[src/rtl/pir_pkg.sv]
/*
 Package for the I2C slave front end of the power-management block:
 bus addresses, register offsets, field positions, reset values.
 Assumes nothing beyond a SystemVerilog compiler.
*/
package pir_pkg;
   localparam logic [6:0] PIR_ADDR_REGS    = 7'h48;
   localparam logic [6:0] PIR_ADDR_MEM     = 7'h58;
   localparam logic [7:0] PIR_OFS_IDENT    = 8'h00;
   localparam logic [7:0] PIR_OFS_MEMREV   = 8'h01;
   localparam logic [7:0] PIR_OFS_PAD      = 8'h02;
   localparam logic [7:0] PIR_PAD_RESET    = 8'h38;
   localparam logic [7:0] PIR_PAD_WMASK    = 8'h3B;
   localparam logic [7:0] PIR_READ_UNMAP   = 8'h00;
   localparam logic [7:0] PIR_RSVD_ZERO    = 8'h00;
   localparam int         PIR_BIT_IO_STYLE = 5;
   localparam int         PIR_BIT_IO_DIR   = 4;
   localparam int         PIR_BIT_IO_LEVEL = 3;
   localparam int         PIR_BIT_OP_STYLE = 1;
   localparam int         PIR_BIT_OP_LEVEL = 0;
   localparam logic [11:0] PIR_MEM_TOP     = 12'hFFF;
   localparam int         PIR_SYNC_DIV     = 8;

   // Bus condition events from the pin watcher
   typedef struct packed {
      logic start;
      logic stop;
      logic rise;
      logic fall;
      logic sda;
   } pir_bus_ev_s;

   // Pad drive set for one pin
   typedef struct packed {
      logic oe_n;
      logic out;
   } pir_pad_s;
endpackage : pir_pkg

[src/rtl/pir_bus_watch.sv]
/*
 Pin watcher: synchronises the serial clock and data lines and reports
 start, stop and clock edges as one-cycle pulses.
 Assumes pins are asynchronous to core_clk and slow against 200 MHz.
*/
`timescale 1ns/10ps
`default_nettype none
module pir_bus_watch (
   // Clock and reset
   input  wire logic               core_clk,
   input  wire logic               sys_rst,
   // Pins
   input  wire logic               scl_in,
   input  wire logic               sda_in,
   // Events
   output var pir_pkg::pir_bus_ev_s ev
);
   import pir_pkg::*;

   logic [1:0] scl_sync;
   logic [1:0] sda_sync;
   logic       scl_prev;
   logic       sda_prev;

   // Two-stage synchronisers; only stage two is read beyond here
   always_ff @(posedge core_clk) begin
      if (sys_rst) begin
         scl_sync <= 2'h3;
         sda_sync <= 2'h3;
      end else begin
         scl_sync <= {scl_sync[0], scl_in};
         sda_sync <= {sda_sync[0], sda_in};
      end
   end

   // History for edge detection
   always_ff @(posedge core_clk) begin
      if (sys_rst) begin
         scl_prev <= 1'b1;
         sda_prev <= 1'b1;
      end else begin
         scl_prev <= scl_sync[1];
         sda_prev <= sda_sync[1];
      end
   end

   // Data moving under a high clock is only ever start or stop
   always_comb begin
      ev.start = scl_sync[1] & scl_prev & sda_prev & ~sda_sync[1];
      ev.stop  = scl_sync[1] & scl_prev & ~sda_prev & sda_sync[1];
      ev.rise  = scl_sync[1] & ~scl_prev;
      ev.fall  = ~scl_sync[1] & scl_prev;
      ev.sda   = sda_sync[1];
   end
endmodule : pir_bus_watch
`default_nettype wire

[src/rtl/pir_i2c_slave.sv]
/*
 I2C slave front end with identification, memory revision and pad control
 registers, plus a port toward the 4 kByte one-time memory.
 Assumes undervoltage_lockout is already synchronous to core_clk and the
 memory answers reads combinationally from mem_addr.
*/
// Overview of operation
// - register write: offset byte then one data
// - memory write: low, high address, then data
// - undefined register offsets read as zero
// - data changes only while clock low
// - transfers framed by start and stop
// - acknowledge each byte, low through clock high
// - master nack ends read; release data
// - lockout or stop returns interface idle
// - spurious power-up start runs sync clock
// - identification read-only, device and revision
// - memory revision read-only, bit seven zero
// - bit five selects I/O pin style
// - bit four selects I/O pin direction
// - bit three sets I/O pin level
// - bit one selects output pin style
// - bit zero sets output pin level
// - multi-byte transfers; stretch clock on memory writes
`timescale 1ns/10ps
`default_nettype none
module pir_i2c_slave #(
   parameter logic [3:0] DEVICE_CODE   = 4'hA,  // Arbitrary value
   parameter logic [3:0] DIE_REV_CODE  = 4'h1,  // Arbitrary value
   parameter logic [6:0] MEM_REV_CODE  = 7'h2A  // Arbitrary value
) (
   // Clock and reset
   input  wire logic               core_clk,
   input  wire logic               sys_rst,
   input  wire logic               undervoltage_lockout,
   // Serial bus pins
   input  wire logic               scl_in,
   output logic                    scl_out,
   output logic                    scl_oe_n,
   input  wire logic               sda_in,
   output logic                    sda_out,
   output logic                    sda_oe_n,
   // Memory port
   output logic [11:0]             mem_addr,
   output logic [7:0]              mem_wdata,
   output logic                    mem_we,
   input  wire logic               mem_busy,
   input  wire logic [7:0]         mem_rdata,
   // Pads
   output logic                    io_pin_out,
   output logic                    io_pin_oe_n,
   output logic                    io_pin_push_pull,
   input  wire logic               io_pin_in,
   output logic                    second_regulator_en,
   output logic                    out_pin_level,
   output logic                    out_pin_oe_n,
   output logic                    out_pin_output_style,
   // Status
   output logic                    sync_clk_on
);
   import pir_pkg::*;

   typedef enum logic [5:0] {
      ST_IDLE = 6'b000001,
      ST_ADDR = 6'b000010,
      ST_RX   = 6'b000100,
      ST_TX   = 6'b001000,
      ST_ACK  = 6'b010000,
      ST_MACK = 6'b100000
   } pir_state_e;

   pir_bus_ev_s ev;
   pir_state_e  state;
   logic [7:0]  shreg;
   logic [2:0]  bit_cnt;
   logic        is_mem;
   logic        rd_mode;
   logic [1:0]  byte_idx;
   logic [7:0]  reg_ptr;
   logic [15:0] mem_ptr;
   logic [7:0]  pad;
   logic [7:0]  ident;
   logic [7:0]  memrev;
   logic        lock_q;
   logic        armed;
   logic        hold_scl;
   logic        sync_tick;
   logic [2:0]  sync_cnt;
   logic        io_in_q1;
   logic        io_in_q2;
   logic        ack_drive;
   logic [7:0]  rd_byte;

   pir_bus_watch u_watch (
      .core_clk (core_clk),
      .sys_rst  (sys_rst),
      .scl_in   (scl_in),
      .sda_in   (sda_in),
      .ev       (ev)
   );

   // Read data mux; undefined offsets and beyond-range memory read zero
   always_comb begin
      rd_byte = PIR_READ_UNMAP;
      if (is_mem) begin
         if (mem_ptr[15:12] == 4'h0)
            rd_byte = mem_rdata;
      end else begin
         case (reg_ptr)
            PIR_OFS_IDENT:  rd_byte = ident;
            PIR_OFS_MEMREV: rd_byte = memrev;
            PIR_OFS_PAD:    rd_byte = pad;
            default:        rd_byte = PIR_READ_UNMAP;
         endcase
      end
   end

   // Lockout release loads the read-only contents
   always_ff @(posedge core_clk) begin
      if (sys_rst) begin
         lock_q <= 1'b1;
         ident  <= PIR_RSVD_ZERO;
         memrev <= PIR_RSVD_ZERO;
      end else begin
         lock_q <= undervoltage_lockout;
         if (lock_q && !undervoltage_lockout) begin
            ident  <= {DEVICE_CODE, DIE_REV_CODE};
            memrev <= {1'b0, MEM_REV_CODE};
         end
      end
   end

   // Spurious start before the first clean stop: sync clock until stop
   always_ff @(posedge core_clk) begin
      if (sys_rst || undervoltage_lockout) begin
         armed       <= 1'b0;
         sync_clk_on <= 1'b0;
      end else if (ev.stop) begin
         armed       <= 1'b1;
         sync_clk_on <= 1'b0;
      end else if (!armed && ev.start) begin
         sync_clk_on <= 1'b1;
      end
   end

   // Divided tick of the synchronization clock
   always_ff @(posedge core_clk) begin
      if (sys_rst || !sync_clk_on) begin
         sync_cnt  <= 3'h0;
         sync_tick <= 1'b0;
      end else begin
         sync_cnt  <= sync_cnt + 3'h1;
         sync_tick <= (sync_cnt == 3'(PIR_SYNC_DIV - 1));
      end
   end

   // Main protocol engine
   always_ff @(posedge core_clk) begin
      if (sys_rst || undervoltage_lockout || ev.stop) begin
         state    <= ST_IDLE;
         bit_cnt  <= 3'h0;
         shreg    <= 8'h00;
         is_mem   <= 1'b0;
         rd_mode  <= 1'b0;
         byte_idx <= 2'h0;
         ack_drive <= 1'b0;
         mem_we   <= 1'b0;
      end else if (ev.start) begin
         state     <= ST_ADDR;
         bit_cnt   <= 3'h0;
         shreg     <= 8'h00; // Stale byte must not decode as an address
         byte_idx  <= 2'h0;
         ack_drive <= 1'b0;
         mem_we    <= 1'b0;
      end else begin
         mem_we <= 1'b0;
         case (state)
            ST_IDLE: begin
            end
            ST_ADDR, ST_RX: begin
               if (ev.rise) begin
                  shreg   <= {shreg[6:0], ev.sda};
                  bit_cnt <= bit_cnt + 3'h1;
               end else if (ev.fall && bit_cnt == 3'h0 && shreg != 8'h00 &&
                            state == ST_ADDR) begin
                  if (shreg[7:1] == PIR_ADDR_REGS || shreg[7:1] == PIR_ADDR_MEM) begin
                     is_mem    <= (shreg[7:1] == PIR_ADDR_MEM);
                     rd_mode   <= shreg[0];
                     ack_drive <= 1'b1;
                     state     <= ST_ACK;
                     if (shreg[0])
                        shreg <= 8'h00;
                  end else begin
                     state <= ST_IDLE;
                  end
               end else if (ev.fall && bit_cnt == 3'h0 && state == ST_RX) begin
                  ack_drive <= 1'b1;
                  state     <= ST_ACK;
                  if (!is_mem && byte_idx == 2'h0) begin
                     reg_ptr  <= shreg;
                     byte_idx <= 2'h1;
                  end else if (is_mem && byte_idx == 2'h0) begin
                     mem_ptr[7:0] <= shreg;
                     byte_idx     <= 2'h1;
                  end else if (is_mem && byte_idx == 2'h1) begin
                     mem_ptr[15:8] <= shreg;
                     byte_idx      <= 2'h2;
                  end else if (is_mem) begin
                     if (mem_ptr[15:12] == 4'h0)
                        mem_we <= 1'b1;
                     mem_wdata <= shreg;
                     mem_ptr   <= mem_ptr + 16'h1;
                  end else begin
                     reg_ptr <= reg_ptr + 8'h1;
                  end
               end
            end
            ST_ACK: begin
               // Hold acknowledge through the whole ninth high phase
               if (ev.fall && !hold_scl) begin
                  ack_drive <= 1'b0;
                  bit_cnt   <= 3'h0;
                  if (rd_mode) begin
                     shreg <= rd_byte;
                     state <= ST_TX;
                  end else begin
                     state <= ST_RX;
                  end
               end
            end
            ST_TX: begin
               if (ev.fall) begin
                  shreg   <= {shreg[6:0], 1'b1};
                  bit_cnt <= bit_cnt + 3'h1;
                  if (bit_cnt == 3'h7)
                     state <= ST_MACK;
               end
            end
            ST_MACK: begin
               if (ev.rise) begin
                  if (ev.sda) begin
                     state <= ST_IDLE;
                  end else if (is_mem) begin
                     mem_ptr <= mem_ptr + 16'h1;
                  end else begin
                     reg_ptr <= reg_ptr + 8'h1;
                  end
               end else if (ev.fall && state == ST_MACK) begin
                  shreg   <= rd_byte;
                  bit_cnt <= 3'h0;
                  state   <= ST_TX;
               end
            end
            default: state <= ST_IDLE;
         endcase
      end
   end

   // Pad register: only writable fields take the data byte
   always_ff @(posedge core_clk) begin
      if (sys_rst || undervoltage_lockout) begin
         pad <= PIR_PAD_RESET;
      end else if (state == ST_RX && ev.fall && bit_cnt == 3'h0 && !is_mem &&
                   byte_idx == 2'h1 && reg_ptr == PIR_OFS_PAD) begin
         pad <= (shreg & PIR_PAD_WMASK) | (pad & ~PIR_PAD_WMASK);
      end
   end

   // Stretch the clock while the one-time memory write runs
   always_ff @(posedge core_clk) begin
      if (sys_rst)
         hold_scl <= 1'b0;
      else
         hold_scl <= (state == ST_ACK) && is_mem && (mem_busy || mem_we);
   end

   // Bus drivers; releasing data after a read keeps the line high
   always_ff @(posedge core_clk) begin
      if (sys_rst) begin
         sda_out  <= 1'b0;
         sda_oe_n <= 1'b1;
         scl_out  <= 1'b0;
         scl_oe_n <= 1'b1;
      end else begin
         sda_out  <= 1'b0;
         sda_oe_n <= ~(ack_drive || (state == ST_TX && !shreg[7]));
         scl_out  <= 1'b0;
         scl_oe_n <= ~hold_scl;
      end
   end

   // Pad input is asynchronous, two flops before use
   always_ff @(posedge core_clk) begin
      if (sys_rst) begin
         io_in_q1 <= 1'b0;
         io_in_q2 <= 1'b0;
      end else begin
         io_in_q1 <= io_pin_in;
         io_in_q2 <= io_in_q1;
      end
   end

   // Pad controls, all registered
   always_ff @(posedge core_clk) begin
      if (sys_rst) begin
         io_pin_out           <= 1'b0;
         io_pin_oe_n          <= 1'b1;
         io_pin_push_pull     <= 1'b0;
         second_regulator_en  <= 1'b0;
         out_pin_level        <= 1'b0;
         out_pin_oe_n         <= 1'b1;
         out_pin_output_style <= 1'b0;
         mem_addr             <= 12'h000;
      end else begin
         io_pin_push_pull <= ~pad[PIR_BIT_IO_STYLE];
         io_pin_out       <= pad[PIR_BIT_IO_LEVEL];
         // Open drain releases on one; push-pull drives the one
         io_pin_oe_n <= ~pad[PIR_BIT_IO_DIR] ||
                        (pad[PIR_BIT_IO_STYLE] && pad[PIR_BIT_IO_LEVEL]);
         second_regulator_en  <= ~pad[PIR_BIT_IO_DIR] && io_in_q2;
         out_pin_output_style <= pad[PIR_BIT_OP_STYLE];
         out_pin_level        <= pad[PIR_BIT_OP_LEVEL];
         out_pin_oe_n <= pad[PIR_BIT_OP_STYLE] && pad[PIR_BIT_OP_LEVEL];
         mem_addr     <= mem_ptr[11:0] & PIR_MEM_TOP;
      end
   end
endmodule : pir_i2c_slave
`default_nettype wire

[config.mk]
export PLATFORM = sky130hd
export DESIGN_NAME = pir_i2c_slave
export DESIGN_NICKNAME = d
export VERILOG_FILES = /design/src/rtl/pir_pkg.sv /design/src/rtl/pir_bus_watch.sv /design/src/rtl/pir_i2c_slave.sv
export SDC_FILE = /design/constraint.sdc
export NUM_CORES = 1
export LEC_CHECK = 0
export BUFFER_PORTS_ARGS = -buffer_cell sky130_fd_sc_hd__buf_2
export CORE_MARGIN = 2
export CORE_UTILIZATION = 53
export CTS_CLUSTER_SIZE = 8
export DETAILED_ROUTE_END_ITERATION = 12
export PLACE_DENSITY_LB_ADDON = 0.1
export REMOVE_ABC_BUFFERS = 1
export SYNTH_ARGS = -nofsm -noshare
export SYNTH_HDL_FRONTEND = slang
export SYNTH_SLANG_ARGS = --single-unit
export TNS_END_PERCENT = 100
[constraint.sdc]
create_clock -name core_clk -period 2.6 [get_ports core_clk]
set_input_delay 0.52 -clock core_clk [delete_from_list [all_inputs] [get_ports core_clk]]
set_output_delay 0.52 -clock core_clk [all_outputs]
set_load 0.005 [all_outputs]
* Word-level counts from Yosys, hierarchy flattened
Index checks and enable logic that the tools add are counted.
W data, S select, Z words.
** Cells by class
- Add/sub/neg operators :: 3
- Equal/unequal tests :: 44
- Mux-type cells :: 64
- Bitwise gates (word level) :: 27
- Reduce and logical (&&, ||, !) cells :: 58
** Operator list (count)
- $mux W8 :: 24
- $mux W16 :: 7
- $mux W6 :: 9
- $reduce_and A10 Y1 :: 4
- $ne A3 B3 Y1 const B :: 12
- $pmux W16 S2 :: 1
- $pmux W8 S4 :: 1
- $pmux W6 S5 :: 1
- $ne A2 B2 Y1 const B :: 14
- $pmux W8 S3 :: 1
- $reduce_and A8 Y1 :: 3
- $logic_and A1 B1 Y1 :: 22
- $not A1 Y1 :: 19
- $add A16 B1 Y16 const B :: 1
- $pmux W8 S2 :: 1
- $mux W3 :: 5
- $reduce_and A5 Y1 :: 3
- $eq A7 B7 Y1 const B :: 2
- $pmux W3 S4 :: 1
- $reduce_or A10 Y1 :: 1
- $reduce_and A9 Y1 :: 1
- $add A8 B1 Y8 const B :: 1
- $eq A8 B1 Y1 const B :: 1
- $eq A8 B2 Y1 const B :: 1
- 32 further kinds :: 60
** Word-level totals
- Register bits :: 97
- Bits of input ports :: 15
- Output and inout port bits :: 33

* Depth between registers and ports, before layout
- Word-level depth :: 9
- Gate-level depth with buffers :: 8
- Gate-level depth less buffers :: 7

* Hierarchy
From an unflattened synthesis, not the netlist that was laid out.
** Unflattened totals
- Cell total of the unflattened synthesis :: 505
- Area total of the unflattened synthesis :: 4653.2 µm²
** By module, submodules not included
- pir_i2c_slave :: times used 1, cells an instance 488, area an instance 4455.5 µm², sequential area each 2082.0 µm²
- pir_bus_watch :: times used 1, cells an instance 17, area an instance 197.7 µm², sequential area each 120.1 µm²

* Least setup slack after synthesis
OpenSTA, ideal clock, no wires.
- Path type :: register to register
- Start :: reg state[3]
- End :: reg shreg[4]
- Data arrival time :: 2282 ps
- Data required time :: 2475 ps
- Slack :: 193 ps
- Cell stages (with the launch flop) :: 8
- Path buffers :: 2
- Path through :: dfxtp_1 > buf_6 > or4_4 > or4_4 > or2_0 > a221o_1 > buf_6 > mux2i_1
** Between the ends
- Word-level cells in the longest chain between the ends :: 4
- Elaborated cells on any way between the ends :: 19
** Ends and longest elaborated chain
- start: declaration :: RTL line pir_i2c_slave.sv:73 : pir_state_e state;
- start signal: assignment :: RTL line pir_i2c_slave.sv:160 : state <= ST_IDLE;
- start signal: assignment :: RTL line pir_i2c_slave.sv:169 : state <= ST_ADDR;
- start signal: assignment :: RTL line pir_i2c_slave.sv:190 : state <= ST_ACK;
- $eq A6 B2 Y1 (tied with other cells) :: RTL line pir_i2c_slave.sv:177, pir_i2c_slave.sv:185
- $reduce_or A2 Y1 (tied with other cells) :: RTL line pir_i2c_slave.sv:177 : case (state)
- $ne A3 B3 Y1 (no line) (tied with other cells)
- $reduce_and A9 Y1 (no line)
- end signal: assignment :: RTL line pir_i2c_slave.sv:182 : shreg <= {shreg[6:0], ev.sda};
- end signal: assignment :: RTL line pir_i2c_slave.sv:224 : shreg <= rd_byte;
- end signal: assignment :: RTL line pir_i2c_slave.sv:233 : shreg <= {shreg[6:0], 1'b1};
- end: declaration :: RTL line pir_i2c_slave.sv:74 : logic [7:0] shreg;
Parallel ways exist; a longest one is shown, timed or not.
A chain may end at the register's enable or synchronous reset.

* Final worst setup path
- Start :: reg state[3]
- End :: reg shreg[7]
Same word-level chain as after synthesis.

==> results.cfg <==
[outcome]
status = finished, final reports clean

[clock_network]
clk_path_buf_depth = 2
holdBufCountCts = 0
clkSinkCount = 94
cts.repair.resized = 0
clkLatencyLatePin_ns = 0.38
clock-root-buffer = clkbuf_8
post_cts.repair.setup_buffers = 0
cts_buffers = 9
clk_pin_slew_ns = 0.10
htreeDepth = 3
tritoncts = yes

[layout]
mostFrequentLayoutCell = dfxtp_1
instances_no_fill = 665
fin_nets = 578
final_cell_mix = dfxtp_1, nand2_1, buf_2
drive_gt1_share_pct = 20.5
antennaDiodeCount = 0
area_growth_syn_to_layout_pct = 14.8
final_area_sq_um = 5280
final_core_util_pct = 63.7

[yosys]
synth_compound_area_share_pct = 14.4
ys_seq_area_share_pct = 47.8
async_reset_ff_share_pct = 0
ys_types = 64
synthAdderAreaFrac_pct = 2.17
syn_inst = 489
synth_xor_area_share_pct = 3.62
syn_area_sq_um = 4600
synth_simple_gate_area_share_pct = 24.2
synth-seq-cells = 94
synth_top_family_by_area = simple AND/OR/NAND/NOR gates
yosysWarnings = 0
synth-main-ff-cell = dfxtp_1
synth_enable_flop_cells = 32
syn_avg_cell_area_sq_um = 9.41
synthMuxAreaShare_pct = 3.97

[route]
dr.pass1.iters = 5
detail_route.wl_per_cell_um = 17.9
wl_um = 11900
vias = 3918
antenna_left = 0
remaining_drc_errors = 0
drt-initial-drc-count = 201
routed_via_density = 5.89

[timing]
finalClockSkew_ns = 0.0145
slew_violations = 0
rsz0062_at_grt = false
worst_pin_slew_ns = 0.606
hold_viol_final = 0
min_period_ns = 2.54
relSlewSlack_pct = 59.4
setup_violations = 0
clock.fmax_ghz = 0.394
fin_crit_sh_pct = 97.7

[place]
dpl.hpwl_um = 8740
post-place-cells = 649
place_congestion = 0.950
port_buffers = 45
placed_cell_area_sq_um = 5110

[critical_path]
worst_setup_path_end_kind = flop
start_kind = flop
crit_top_cell = or4_4
critPathTopFamily = simple AND/OR/NAND/NOR gates
critPathRequiredTime_ns = 2.84
critPathMaxFanout = 7
crit_type = reg2reg
path_buf_inv = 0
worst_path_max_delay_cell = or4_4
cp_slowest_stage_delay_ns = 0.56
path_cells = or4_4 > or4_4 > or2_0 > a221o_1 > mux2i_1
crit_arrival_ns = 2.78

[grt]
grt_max_degree = 32
grt_pass1_wl_um = 19000
globalRouteOverflowTotal = 0
grtUsageTotal_pct = 25.8
grt_pass1_vias = 3678
antenna_found_initial = 0

[power]
p_sw_share_pct = 24.3
peakVddDrop_v = 0.000268
p_leak_nw = 2.06
seq_power_share_pct = 60.5
power_frac_comb_pct = 3.6
pwr-share-clk_pct = 35.9
p_switching_w = 0.000615
p_per_area_nw_per_um2 = 479
p_int_w = 0.00191

[run]
drv_cap = 0

[floorplanning]
initial_utilization_pct = 55.5
ios = 48
coreArea_sq_um = 8300
row_count = 33
dieArea_sq_um = 9450
die_y_um = 97.2
die_width_um = 97.2

[worst_hold_path]
hold_class = in2reg
-- cell usage after synthesis (3+ instances only) --
library cell	count	share of area [%]
nor3_1	10	1.1
nor2_1	38	3.1
and3_1	7	0.95
and4_1	6	1.1
a21o_1	3	0.49
o22ai_1	3	0.41
xnor2_1	5	0.95
ha_1	8	2.2
nand4_1	8	1.1
or4_4	3	0.73
nand2b_1	7	0.95
a21boi_0	7	1.1
and2_1	3	0.41
a21oi_1	30	3.3
clkbuf_1	22	1.8
mux2i_1	16	3.5
nor4_1	8	1.1
o21a_1	3	0.49
o21ai_0	25	2.7
nor3b_1	3	0.49
dfxtp_1	62	27
o31ai_1	5	0.82
o211ai_1	4	0.65
a221oi_1	3	0.57
xor2_1	14	2.7
edfxtp_1	32	21
a31oi_1	3	0.41
a211o_1	3	0.57
nor2b_1	23	3.1
a211oi_1	3	0.49
or2_2	7	0.95
nand2_1	45	3.7
nand4b_1	3	0.57
inv_1	12	0.98
nand3_1	20	2.2
-- per-stage QoR --
| step | setup TNS, ns | total power [W] | setup WS (ns) | hold slack, ns |
|---|---|---|---|---|
| CTS | 0 | 0.00254 | 0.0881 | 0.317 |
| floorplan | -1.14 | 0.00161 | -0.0474 | 0.389 |
| global placement | 0 | 0.00166 | 0.199 | 0.396 |
| global route | 0 | 0.00262 | 0.00583 | 0.322 |
| finish | 0 | 0.00253 | 0.0605 | 0.321 |
| detailed placement | 0 | 0.00166 | 0.118 | 0.399 |
-- routing by layer --
metal	global-route usage (%)	wire length (um)	vias up
li1	-	-	1895
met1	35.9	5510	1828
met2	39.0	5260	159
met3	4.82	780	36
met4	11.9	385	0
met5	0	0	-
-- power by group through the flow --
stage / Clock [W] / Sequential (W) / Combinational [W]
floorplan: 0 / 0.00156 / 0.0000415
global placement: 0 / 0.00156 / 0.0000913
detailed placement: 0 / 0.00156 / 0.0000914
CTS: 0.000915 / 0.00153 / 0.0000919
global route: 0.000984 / 0.00153 / 0.000101
finish: 0.000907 / 0.00153 / 0.0000921
-- cells by family (layout without fill, tap and decap cells) --
family	count (synthesis)	after routing
buffers and inverters	39	109
other	1	2
AO/OA/AOI/OAI	105	105
flip-flops	94	94
XOR/XNOR	19	19
adder cells (fa/ha/maj)	8	8
multiplexers	18	18
AND/OR/NAND/NOR	205	205
-- sequential cells by signal, summed over array words and instances (netlist names), 2 cells and up --
signal	count
u_watch.scl_sync	2
byte_idx	2
state	6
mem_addr	12
mem_wdata	8
u_watch.sda_sync	2
bit_cnt	3
pad	5
mem_ptr	16
reg_ptr	8
shreg	8
-- cell type report --
cell class | count | area (sq um)
inverters | 12 | 45.0
repair buffers | 81 | 495
flip-flops and latches | 94 | 2200
fillers | 722 | 3020
clock buffers | 10 | 128
multi-input cells | 357 | 2240
clock inverters | 6 | 46.3
well taps | 105 | 131
-- final timing paths --
check	from	endpoint	slack, ns	cells after the start
setup / recovery	state[3]$_SDFFE_PP0P_	shreg[7]$_SDFFE_PP0P_	0.06	5
hold / removal	sda_in	u_watch.sda_sync[0]$_SDFF_PP1_	0.32	2
setup reg to reg	state[3]$_SDFFE_PP0P_	shreg[7]$_SDFFE_PP0P_	0.06	5
hold reg to reg	u_watch.scl_sync[0]$_SDFF_PP1_	u_watch.scl_sync[1]$_SDFF_PP1_	0.41	1
-- worst reg2reg max path: stages, from the launching register on --
cell     delay, ns
dfxtp_1       0.33
or4_4         0.55
or4_4         0.56
or2_0         0.25
a221o_1       0.52
mux2i_1       0.19
Note: power is estimated with default switching activity, not from simulation.
